[config.mk]
export PLATFORM = sky130hd
export DESIGN_NAME = ahs_serial
export DESIGN_NICKNAME = d
export VERILOG_FILES = /design/src/inc/ahs_pkg.sv /design/src/ahs_serial.sv
export VERILOG_INCLUDE_DIRS = /design/src /design/src/inc
export SDC_FILE = /design/constraint.sdc
export NUM_CORES = 1
export LEC_CHECK = 0
export ABC_AREA = 1
export BUFFER_PORTS_ARGS = -buffer_cell sky130_fd_sc_hd__clkbuf_2
export CAP_MARGIN = 15
export CORE_AREA = 2 2 104 106
export DETAILED_ROUTE_END_ITERATION = 10
export DIE_AREA = 0 0 106 108
export PLACE_DENSITY = 0.58
export REMOVE_ABC_BUFFERS = 1
export SETUP_SLACK_MARGIN = 0.05
export SYNTH_ARGS = -nofsm -noshare
export SYNTH_HDL_FRONTEND = slang
export SYNTH_SLANG_ARGS = --single-unit
[constraint.sdc]
create_clock -name clk_sys -period 5.59 [get_ports clk_sys]
set_input_delay 1.118 -clock clk_sys [delete_from_list [all_inputs] [get_ports clk_sys]]
set_output_delay 1.118 -clock clk_sys [all_outputs]
set_load 0.05 [all_outputs]
[src/inc/ahs_consts.svh]
// Constants for the ADC host serial sequencing block
// How it works
// - Commands ignore ready timing; direct reads only
// - Ready goes high within two clocks
// - Ready stays high at least 24 clocks
// - Incomplete byte after 2^15 clocks resets port
// - Sample serial input on falling clock edges
// - Shift output bit after rising edge
// - Drive output only while select low
// - Update general outputs after write command ends
// - Bytes and commands may run back to back
`ifndef AHS_CONSTS_SVH
`define AHS_CONSTS_SVH
`define AHS_READY_HIGH_MIN 24
`define AHS_TIMEOUT_CLKS 32768
`define AHS_CMD_WRITE 8'h40
`define AHS_CMD_WRITE_MASK 8'hE0
`define AHS_GPIO_REG_ADDR 5'h11
`define AHS_GPIO_RESET 4'h0
`define AHS_CONV_CLKS 16'h0100
`endif

[src/inc/ahs_pkg.sv]
// Types for the ADC host serial sequencing block
package ahs_pkg;
    typedef enum logic [1:0] {
        AHS_CMD,
        AHS_ARG,
        AHS_DATA
    } ahs_phase_e;
endpackage

[src/ahs_serial.sv]
// Device-side serial port, ready pin and general output update
`timescale 1ns/1ps
`include "ahs_consts.svh"
module ahs_serial
    import ahs_pkg::*;
(
    input wire logic clk_sys,
    input wire logic rst,
    input wire logic mod_clk_en,
    input wire logic select_n,
    input wire logic sclk,
    input wire logic sdi,
    input wire logic start_pin,
    input wire logic [15:0] result_word,
    output logic serial_out,
    output logic serial_out_oe,
    output logic result_ready_n,
    output logic [3:0] general_io_pin
);
    typedef struct packed {
        logic [1:0] cs_s;
        logic [1:0] ck_s;
        logic [1:0] di_s;
        logic [1:0] st_s;
        logic ck_d;
        logic st_d;
        logic [2:0] bitcnt;
        logic [7:0] shin;
        logic [15:0] shout;
        logic [15:0] tmo;
        ahs_phase_e phase;
        logic is_write;
        logic [4:0] wr_addr;
        logic [3:0] gpio;
        logic rdy_n;
        logic [4:0] hold;
        logic [15:0] conv;
        logic cmd_started;
        logic sdo;
        logic oe;
        logic so;
    } ahs_state_s;

    ahs_state_s state_reg;
    ahs_state_s state_next;

    logic cs_low;
    logic ck_rise;
    logic ck_fall;
    logic st_rise;
    logic [7:0] byte_in;
    logic byte_done;
    logic rdy_raise;
    logic port_clear;

    ////////////////////////////////////////////////////////////////////////
    // Rising edge of a synchronised level
    function automatic logic ahs_rise(
        input logic now_lvl,
        input logic was_lvl
    );
    begin
        return now_lvl && !was_lvl;
    end
    endfunction

    // Falling edge of a synchronised level
    function automatic logic ahs_fall(
        input logic now_lvl,
        input logic was_lvl
    );
    begin
        return !now_lvl && was_lvl;
    end
    endfunction

    // Next input byte with the new bit at the bottom
    function automatic logic [7:0] ahs_shift_in(
        input logic [7:0] sh,
        input logic bit_in
    );
    begin
        return {sh[6:0], bit_in};
    end
    endfunction

    // Opcode that writes a register
    function automatic logic ahs_is_write(
        input logic [7:0] op
    );
    begin
        return (op & `AHS_CMD_WRITE_MASK) == `AHS_CMD_WRITE;
    end
    endfunction

    ////////////////////////////////////////////////////////////////////////
    always_comb
    begin
        state_next = state_reg;
        state_next.cs_s = {state_reg.cs_s[0], select_n};
        state_next.ck_s = {state_reg.ck_s[0], sclk};
        state_next.di_s = {state_reg.di_s[0], sdi};
        state_next.st_s = {state_reg.st_s[0], start_pin};
        state_next.ck_d = state_reg.ck_s[1];
        state_next.st_d = state_reg.st_s[1];
        cs_low = !state_reg.cs_s[1];
        ck_rise = ahs_rise(state_reg.ck_s[1], state_reg.ck_d);
        ck_fall = ahs_fall(state_reg.ck_s[1], state_reg.ck_d);
        st_rise = ahs_rise(state_reg.st_s[1], state_reg.st_d);
        byte_in = ahs_shift_in(state_reg.shin, state_reg.di_s[1]);
        byte_done = state_reg.bitcnt == 3'h7;
        port_clear = !cs_low || (state_reg.bitcnt != 3'h0
            && state_reg.tmo == 16'(`AHS_TIMEOUT_CLKS - 1));
        rdy_raise = st_rise || (ck_rise && cs_low && !state_reg.cmd_started);

        // Byte timeout, counted in device clocks
        if (mod_clk_en && state_reg.bitcnt != 3'h0)
        begin
            state_next.tmo = state_reg.tmo + 16'h0001;
        end
        if (ck_rise && cs_low && state_reg.bitcnt == 3'h0)
        begin
            state_next.tmo = 16'h0000;
        end

        if (ck_rise && cs_low)
        begin
            state_next.sdo = state_reg.shout[15];
            state_next.shout = {state_reg.shout[14:0], 1'b0};
        end
        if (ck_fall && cs_low)
        begin
            state_next.shin = byte_in;
            state_next.bitcnt = state_reg.bitcnt + 3'h1;
            if (byte_done)
            begin
                // Next byte may start at once
                unique case (state_reg.phase)
                    AHS_CMD:
                    begin
                        state_next.is_write = ahs_is_write(byte_in);
                        state_next.wr_addr = byte_in[4:0];
                        state_next.phase = AHS_ARG;
                    end
                    AHS_ARG:
                    begin
                        state_next.phase = state_reg.is_write
                            ? AHS_DATA : AHS_CMD;
                    end
                    AHS_DATA:
                    begin
                        if (state_reg.wr_addr == `AHS_GPIO_REG_ADDR)
                        begin
                            state_next.gpio = byte_in[3:0];
                        end
                        state_next.phase = AHS_CMD;
                    end
                endcase
            end
        end

        // Select high or timeout clears the port
        if (port_clear)
        begin
            state_next.bitcnt = 3'h0;
            state_next.phase = AHS_CMD;
            state_next.tmo = 16'h0000;
        end
        state_next.oe = cs_low;

        // Ready pin: high on start or first clock, held at least 24 clocks
        state_next.cmd_started = cs_low && (state_reg.cmd_started
            || ck_rise);
        // Result word stays as loaded at the ready fall
        if (rdy_raise)
        begin
            state_next.rdy_n = 1'b1;
            state_next.hold = 5'h00;
            state_next.conv = 16'h0000;
        end
        else if (mod_clk_en && state_reg.rdy_n)
        begin
            if (state_reg.hold != 5'(`AHS_READY_HIGH_MIN))
            begin
                state_next.hold = state_reg.hold + 5'h01;
            end
            else if (state_reg.st_s[1])
            begin
                state_next.conv = state_reg.conv + 16'h0001;
                if (state_reg.conv == `AHS_CONV_CLKS)
                begin
                    state_next.rdy_n = 1'b0;
                    state_next.shout = result_word;
                end
            end
        end

        // Shared line shows ready while released
        state_next.so = state_next.oe ? state_next.sdo : state_next.rdy_n;
    end

    ////////////////////////////////////////////////////////////////////////
    always_ff @(posedge clk_sys or posedge rst)
    begin
        if (rst)
        begin
            state_reg <= '0;
            state_reg.phase <= AHS_CMD;
            state_reg.gpio <= `AHS_GPIO_RESET;
            state_reg.rdy_n <= 1'b1;
            state_reg.cs_s <= 2'b11;
            state_reg.so <= 1'b1;
        end
        else
        begin
            state_reg <= state_next;
        end
    end

    ////////////////////////////////////////////////////////////////////////
    // Pins straight from the state flops
    assign serial_out = state_reg.so;
    assign serial_out_oe = state_reg.oe;
    assign result_ready_n = state_reg.rdy_n;
    assign general_io_pin = state_reg.gpio;
endmodule

==> results.toml, run 1 <==
[status]
outcome = "complete, no violations"

[worst_setup_path]
cp_cell_sequence = "clkbuf_2"
r2r_slack_ns = 3.42
cp_max_fo = 3
worstSetupStartpointType = "flop"
critPathArrivalTime_ns = 1.21
critPathMaxStageDelay_ns = 0.57
end_kind = "output port"
critPathBufInv = 1
slowest_stage = "dfstp_2"
path_delay_family = "flip-flops"
required_ns = 4.47
critical_path_class = "flop to output port"

[die]
dieArea_mm2 = 0.0114
rows = 37
fp.dieW_um = 106
io_pins = 30
core_mm2 = 0.0102
start_util = 0.447
die_y_um = 108

[placement]
gp_congestion = 0.792
hpwlAfterDp_um = 6240
dpl.cell_count = 718
portBuffers = 29
place_area_mm2 = 0.00479

[clock_tree]
htree_num_levels = 3
cts_root_buffer = "clkbuf_8"
cts_buffers = 9
ctsHoldBuffers = 0
clk_pin_slew_worst_paths_ns = 0.09
clkLatencyLatePin_ns = 0.37
cts_tree = "built"
post_cts_buffers = 0
cts_repair_resize_count = 0
clockBufferDepth = 2
cts.sink_count = 90

[route]
detail_route.first_pass.iterations = 4
drc = 0
routedWlPerCell_um = 12.6
ant_nets = 0
drtIter0Drc = 259
viasPerCell = 4.90
wl_um = 9240
num_vias = 3595

[finish]
diodes = 0
area_growth_pct = 9.42
fillers = 1040
largest_reg_flops = 69
postLayoutCellArea_mm2 = 0.00500
layoutNonFillerInstCount = 734
drive_above_1_share = 0.117
nets = 627

[logic_synthesis]
synthAdderAreaFrac = 0.0301
synth-simple-area-share = 0.299
netlist_instances = 568
synth-compound-area-share = 0.0813
synth_most_common_cell = "nand2_1"
synth-xor-area-share = 0.0230
ys_types = 37
netlist_area_mm2 = 0.00457
yosysWarnings = 0
ys_async_sr_fraction = 1.00
synth-seq-cells = 90
synth_flop_cell = "dfrtp_1"
synth_top_cell_by_area = "dfrtp_1"
synth_commonest_cells = "173 x nand2_1, 86 x dfrtp_1, 62 x nand3_1"
yosys-top-cells-area = "dfrtp_1 47%, nand2_1 14%, nand3_1 6.8%, inv_1 4.6%, nor2_1 4.5%"
ys_seq_area_frac = 0.494
synth_top_family_by_area = "simple AND/OR/NAND/NOR gates"
synthMuxAreaShare = 0
yosysTopAreaCellShare = 0.471
synth_edf_count = 0
synth_area_per_cell_um2 = 8.04

[power]
p_int_uw = 920
power.switching_uw = 327
p_leak_uw = 0.00251
power_frac_seq = 0.549
power_uw = 1250
p_clk_frac = 0.379
comb_power_share = 0.072
ir_drop_mv = 0.121
p_per_area_mw_per_mm2 = 249
switching_share = 0.262

[sta]
worst_pin_slew_ns = 0.964
period_share = 0.417
final_hold_viol_count = 0
slew-limit-headroom = 0.357
fin_skew_ns = 0.00579
final.min_clock_period_ns = 2.33
rsz0062_at_grt = "false"
finalSetupTns_ns = 0
clock.fmax_mhz = 429
maxSlewViolCount = 0
final-setup-viol-count = 0

[global_route]
first_global_vias = 3423
antenna_found_initial = 0
grt_remaining_overflow = 0
grt_pass1_wl_um = 15900
grt_max_degree = 56
grt.total_usage = 0.174

[hold_path]
min_path_type = "flop to flop"

[job]
max_cap_viol_count = 0
==> power by group through the flow <==
| stage | combinational [uW] | sequential (uW) | clock (uW) |
|---|---|---|---|
| global placement | 90.5 | 697 | 0 |
| global route | 104 | 687 | 512 |
| CTS | 91.9 | 685 | 484 |
| detailed placement | 91.0 | 698 | 0 |
| finish | 89.7 | 685 | 472 |
| floorplan | 58.6 | 697 | 0 |
==> layer usage <==
metal  share of wire  vias up  GRT usage
met5               0        -          0
li1                -     1868          -
met4           0.017        0     0.0789
met1            0.51     1652      0.247
met3           0.031       11     0.0253
met2            0.44       64      0.266
==> metrics by stage <==
step	hold slack, ns	utilization	setup slack (ns)
2_1_floorplan	0.331	-	2.14
3_3_place_gp	0.332	0.468	3.09
3_5_place_dp	0.340	0.468	3.06
4_1_cts	0.362	0.489	3.23
5_1_grt	0.373	0.489	3.21
6_report	0.360	0.489	3.26
==> area by class of cell <==
| class | count | area [um^2] | area share |
|---|---|---|---|
| Multi-Input combinational cell | 402 | 1980 | 0.396 |
| Timing Repair Buffer | 31 | 160 | 0.0320 |
| Tap cell | 136 | 170 | 0.0340 |
| Inverter | 59 | 223 | 0.0445 |
| Clock inverter | 6 | 72.6 | 0.0145 |
| Sequential cell | 90 | 2260 | 0.451 |
| Clock buffer | 10 | 138 | 0.0275 |
==> final timing paths <==
check / start / to / cells past startpoint
max: result_ready_n / result_ready_n / 1
min: state_next[86] / byte_in[0] / 0
max reg2reg: state_reg[90] / state_reg[59] / 7
min reg2reg: state_next[86] / byte_in[0] / 0
max in group asynchronous: rst / result_ready_n / 3
min in group asynchronous: rst / state_next[86] / 2
==> cells by family (layout without fill, tap and decap cells) <==
family,after synthesis,in the layout
AOI/OAI and AO/OA,65,65
xor gates and xnor gates,12,12
DFF,90,90
adders and majority gates,11,11
buffers and inverters,76,106
and+or+nand+nor,314,314
==> placed cells by master (no fill, tap or decap), types with 2 or more instances in the layout <==
| master | n |
|---|---|
| nand2_1 | 173 |
| dfrtp_1 | 86 |
| nand3_1 | 62 |
| inv_1 | 55 |
| nor2_1 | 55 |
| o21ai_0 | 39 |
| clkbuf_2 | 29 |
| a21oi_1 | 12 |
| ha_1 | 11 |
| clkbuf_8 | 10 |
| xor2_1 | 8 |
| nand4_1 | 7 |
| nor3_1 | 4 |
| xnor2_1 | 4 |
| dfstp_2 | 4 |
| inv_2 | 3 |
| nor2_4 | 3 |
| o31ai_1 | 3 |
| nand2_4 | 2 |
| nor2_2 | 2 |
| a211oi_1 | 2 |
| o21ai_1 | 2 |
| inv_6 | 2 |
| clkinv_4 | 2 |
| buf_4 | 2 |
(Power assumes the default switching activity.)
==> inputs of run 2 (changes only) <==
- clock period: 5.59 -> 2.15 ns (I/O delays scaled with it)
==> run 2 against run 1 <==
Compared with the run above: worst hold slack got worse by 0.31 ns; utilization grew 0.95 points; count of clock-buffer cells in the layout shrank 1; combinational power rose to 2.8 times the previous value; routed wire length up 0.94%; via count up 3.0%; clock skew increased by 0.0096 ns; register-to-register slack got worse by 3.1 ns; flip-flop and latch count is the same; global-route usage is 0.84 points higher; design area rose by 2.0%; largest power group unchanged.
==> results.toml, run 2 (synthesized netlist as in run 1, its figures left out) <==
[status]
outcome = "complete, no violations"

[finish]
diodes = 0
layoutNonFillerInstCount = 747
postLayoutCellArea_mm2 = 0.00510
drive_above_1_share = 0.139
final_cell_mix = "173 x nand2_1, 86 x dfrtp_1, 61 x nand3_1"
area_growth_pct = 11.6
final_common_cell = "nand2_1"
nets = 640
largest_reg_flops = 69

[sta]
final-setup-viol-count = 0
worst_pin_slew_ns = 0.517
final.min_clock_period_ns = 1.79
clock.fmax_mhz = 558
whs_ns = 0.0514
rsz0062_at_grt = "false"
period_share = 0.834
fin_ws_ns = 0.358
fin_skew_ns = 0.0154
maxSlewViolCount = 0
slew-limit-headroom = 0.655
final_hold_viol_count = 0

[route]
routedWlPerCell_um = 12.5
drtIter0Drc = 221
wl_um = 9330
num_vias = 3702
drc = 0
viasPerCell = 4.96
ant_nets = 0
detail_route.first_pass.iterations = 8

[power]
p_per_area_mw_per_mm2 = 627
ir_drop_mv = 0.283
power_uw = 3190
p_leak_uw = 0.00257

[worst_setup_path]
r2r_slack_ns = 0.36
critPathArrivalTime_ns = 2.05
end_kind = "flop"
critical_path_class = "flop to flop"
cp_max_fo = 18
required_ns = 2.41
worstSetupStartpointType = "flop"

[die]
start_util = 0.447
core_mm2 = 0.0102
dieArea_mm2 = 0.0114
fp.dieW_um = 106
io_pins = 30
die_y_um = 108
rows = 37

[global_route]
grt_remaining_overflow = 0
first_global_vias = 3604
grt_pass1_wl_um = 16800
grt.total_usage = 0.183
antenna_found_initial = 0
grt_max_degree = 32

[placement]
dpl_worst_slack_ns = 0.197
place_area_mm2 = 0.00489
dpl.cell_count = 731
hpwlAfterDp_um = 6680
gp_congestion = 0.853
portBuffers = 29

[clock_tree]
clk_pin_slew_worst_paths_ns = 0.10
cts.sink_count = 90
post_cts_buffers = 0
cts_root_buffer = "clkbuf_8"
cts_tree = "built"
cts_buffers = 9
htree_num_levels = 3
cts_repair_resize_count = 0
clockBufferDepth = 2
ctsHoldBuffers = 0
clkLatencyLatePin_ns = 0.38

[hold_path]
min_path_type = "input port to async pin"

[job]
max_cap_viol_count = 0
-- run 2: through the flow --
step                TNS (ns)   util
global route               0  0.498
CTS                        0  0.498
global placement           0  0.478
floorplan             -53.35      -
finish                     0  0.498
detailed placement         0  0.478
-- run 2: metal layers --
layer / track usage / share of wire / vias up
met3: 0.0307 / 0.037 / 10
met2: 0.282 / 0.45 / 64
met1: 0.259 / 0.50 / 1735
met4: 0.0705 / 0.014 / 0
met5: 0 / 0 / -
li1: - / - / 1893
-- run 2: worst paths after layout --
check                                from        endpoint  cells after the start
setup reg to reg            state_reg[90]   state_reg[54]                      7
max in group asynchronous             rst   state_reg[34]                      3
hold / removal                        rst   state_reg[30]                      2
setup / recovery            state_reg[90]   state_reg[54]                      7
hold reg to reg            state_next[84]  state_next[81]                      0
min in group clk_sys             select_n  state_next[90]                      1
-- run 2: worst max-delay path, cell delays in order, from the launching register on --
cell,delay (ns)
dfstp_2,0.64
inv_2,0.09
nand3_4,0.19
o21bai_2,0.14
nor2_4,0.18
nand2_2,0.24
nand3_1,0.14
nand2_1,0.06
-- run 2: area by class of cell --
cell class	count	area, um^2
sequential	90	2260
inverter	59	223
timing repair buffer	44	258
multi-input combinational	402	1980
fill	975	5130
clock inverter	7	81.3
clock buffer	9	124
tap	136	170
-- run 2: report_power, final --
part | switching, uW | internal [uW]
combinational | 172 | 78.3
sequential | 35.5 | 1750
clock | 698 | 466
==> inputs of run 3 (changes only) <==
- clock period: 2.15 -> 1.7 ns (I/O delays scaled with it)
==> run 3 against run 2 <==
Compared with the run above: worst setup slack lost 0.28 ns; design area grew 11%; non-clock buffer count grew 36; combinational power grew 69%; largest power group unchanged.
==> results.toml, run 3 (synthesized netlist as in run 1, its figures left out) <==
[status]
outcome = "complete, no violations"

[finish]
seq_area_mm2 = 0.00226
diodes = 0
nets = 677
fillers = 950
area_growth_pct = 23.4
multiInputGateArea_mm2 = 0.00216
final_common_cell = "nand2_1"
layoutNonFillerInstCount = 784
drive_above_1_share = 0.244
final_cell_mix = "169 x nand2_1, 86 x dfrtp_1, 55 x nand3_1"
largest_reg_flops = 69

[clock_tree]
cts_tree = "built"
clk_pin_slew_worst_paths_ns = 0.10
cts.sink_count = 90
clkLatencyLatePin_ns = 0.37
htree_num_levels = 3
cts_buffers = 9
cts_root_buffer = "clkbuf_8"
clockBufferDepth = 2

[worst_setup_path]
required_ns = 2.00
r2r_cells = 12
crit_end = "state_reg[46]"
regToRegStartpoint = "state_reg[78]"
end_kind = "flop"
r2r-end = "state_reg[46]"
critical_path_class = "flop to flop"
worstSetupStartpointType = "flop"
critPathArrivalTime_ns = 1.92
r2r_slack_ns = 0.08
cp_max_fo = 8
crit_path_start = "state_reg[78]"

[global_route]
grt_remaining_overflow = 0
grt_max_degree = 27
grt.total_usage = 0.182
antenna_found_initial = 0
first_global_vias = 3626
grt_pass1_wl_um = 16800

[sta]
final_hold_viol_count = 0
final.min_clock_period_ns = 1.62
clock.fmax_mhz = 618
final-setup-viol-count = 0
fin_skew_ns = 0.0112
fin_ws_ns = 0.0808
maxSlewViolCount = 0
slew-limit-headroom = 0.708
period_share = 0.952
rsz0062_at_grt = "true"
worst_pin_slew_ns = 0.437

[die]
fp.dieW_um = 106
rows = 37
dieArea_mm2 = 0.0114
die_y_um = 108
io_pins = 30
start_util = 0.447
core_mm2 = 0.0102

[route]
viasPerCell = 4.93
routedWlPerCell_um = 12.7
drtIter0Drc = 215
drc = 0
detail_route.first_pass.iterations = 5
num_vias = 3864
ant_nets = 0
wl_um = 9970

[placement]
dpl_worst_slack_ns = -0.181
hpwlAfterDp_um = 6680
gp_congestion = 0.856
dpl.cell_count = 744
portBuffers = 29

[power]
p_leak_uw = 0.00281
ir_drop_mv = 0.432
p_per_area_mw_per_mm2 = 750

[job]
max_cap_viol_count = 0

[hold_path]
min_path_type = "input port to flop"
==> run 3: routing by layer <==
metal | part of all wire | global-route usage | vias to the layer above
li1 | - | - | 1966
met1 | 0.50 | 0.260 | 1805
met2 | 0.45 | 0.279 | 82
met3 | 0.039 | 0.0247 | 11
met4 | 0.012 | 0.0771 | 0
met5 | 0 | 0 | -
==> run 3: what timing repair did <==
action,CTS,global route
pin swaps,1,14
setup endpoints to repair,18,52
buffers inserted,3,17
hold buffers,1,0
cloned,1,2
endpoints found under the hold margin,15,0
resized for setup,7,63
==> run 3: how the worst min path moves through the flow <==
| stage | start | to | slack, ns | cells past startpoint |
|---|---|---|---|---|
| global placement | state_next[84] | state_next[81] | 0.33 | 0 |
| finish | select_n | state_next[90] | 0.04 | 1 |
| floorplan | state_next[86] | byte_in[0] | 0.33 | 0 |
| detailed placement | rst | state_reg[37] | 0.34 | 2 |
| global route | select_n | state_next[90] | 0.02 | 1 |
| CTS | select_n | state_next[90] | 0.03 | 1 |
==> run 3: final cells by class <==
cell class | count | area share
Clock buffer | 9 | 0.0220
Clock inverter | 7 | 0.0151
Inverter | 59 | 0.0395
Multi-Input combinational cell | 403 | 0.383
Sequential cell | 90 | 0.400
Tap cell | 136 | 0.0302
Timing Repair Buffer | 80 | 0.110
==> run 3: metrics by stage <==
stage | hold slack [ns] | util | power, uW | area (um^2) | TNS [ns]
CTS | 0.0265 | 0.518 | 4210 | 5300 | 0
global placement | 0.332 | 0.491 | 2640 | 5020 | 0
global route | 0.0231 | 0.551 | 4420 | 5640 | -0.149
finish | 0.0429 | 0.551 | 4230 | 5640 | 0
detailed placement | 0.336 | 0.491 | 2640 | 5020 | -2.03
floorplan | 0.331 | - | 2480 | 4460 | -92.75
==> run 3: power by group <==
group          internal (uW)  switching (uW)  leakage, uW  total (uW)
clock network            708             851    0.0000999        1560
registers               2210            40.0      0.00121        2250
logic                    168             255      0.00150         423
total                   3080            1150      0.00281        4230
==> run 3: critical path, stage by stage (launching register included) <==
cell and delay (ns):
dfrtp_1 0.40, inv_2 0.09, ha_4 0.13, inv_2 0.04, nor2_4 0.12, nor2_1 0.05, nand2_1 0.12, nor2_4 0.06
nor2_4 0.14, buf_6 0.13, buf_8 0.13, nand3_1 0.07, o21ai_0 0.08
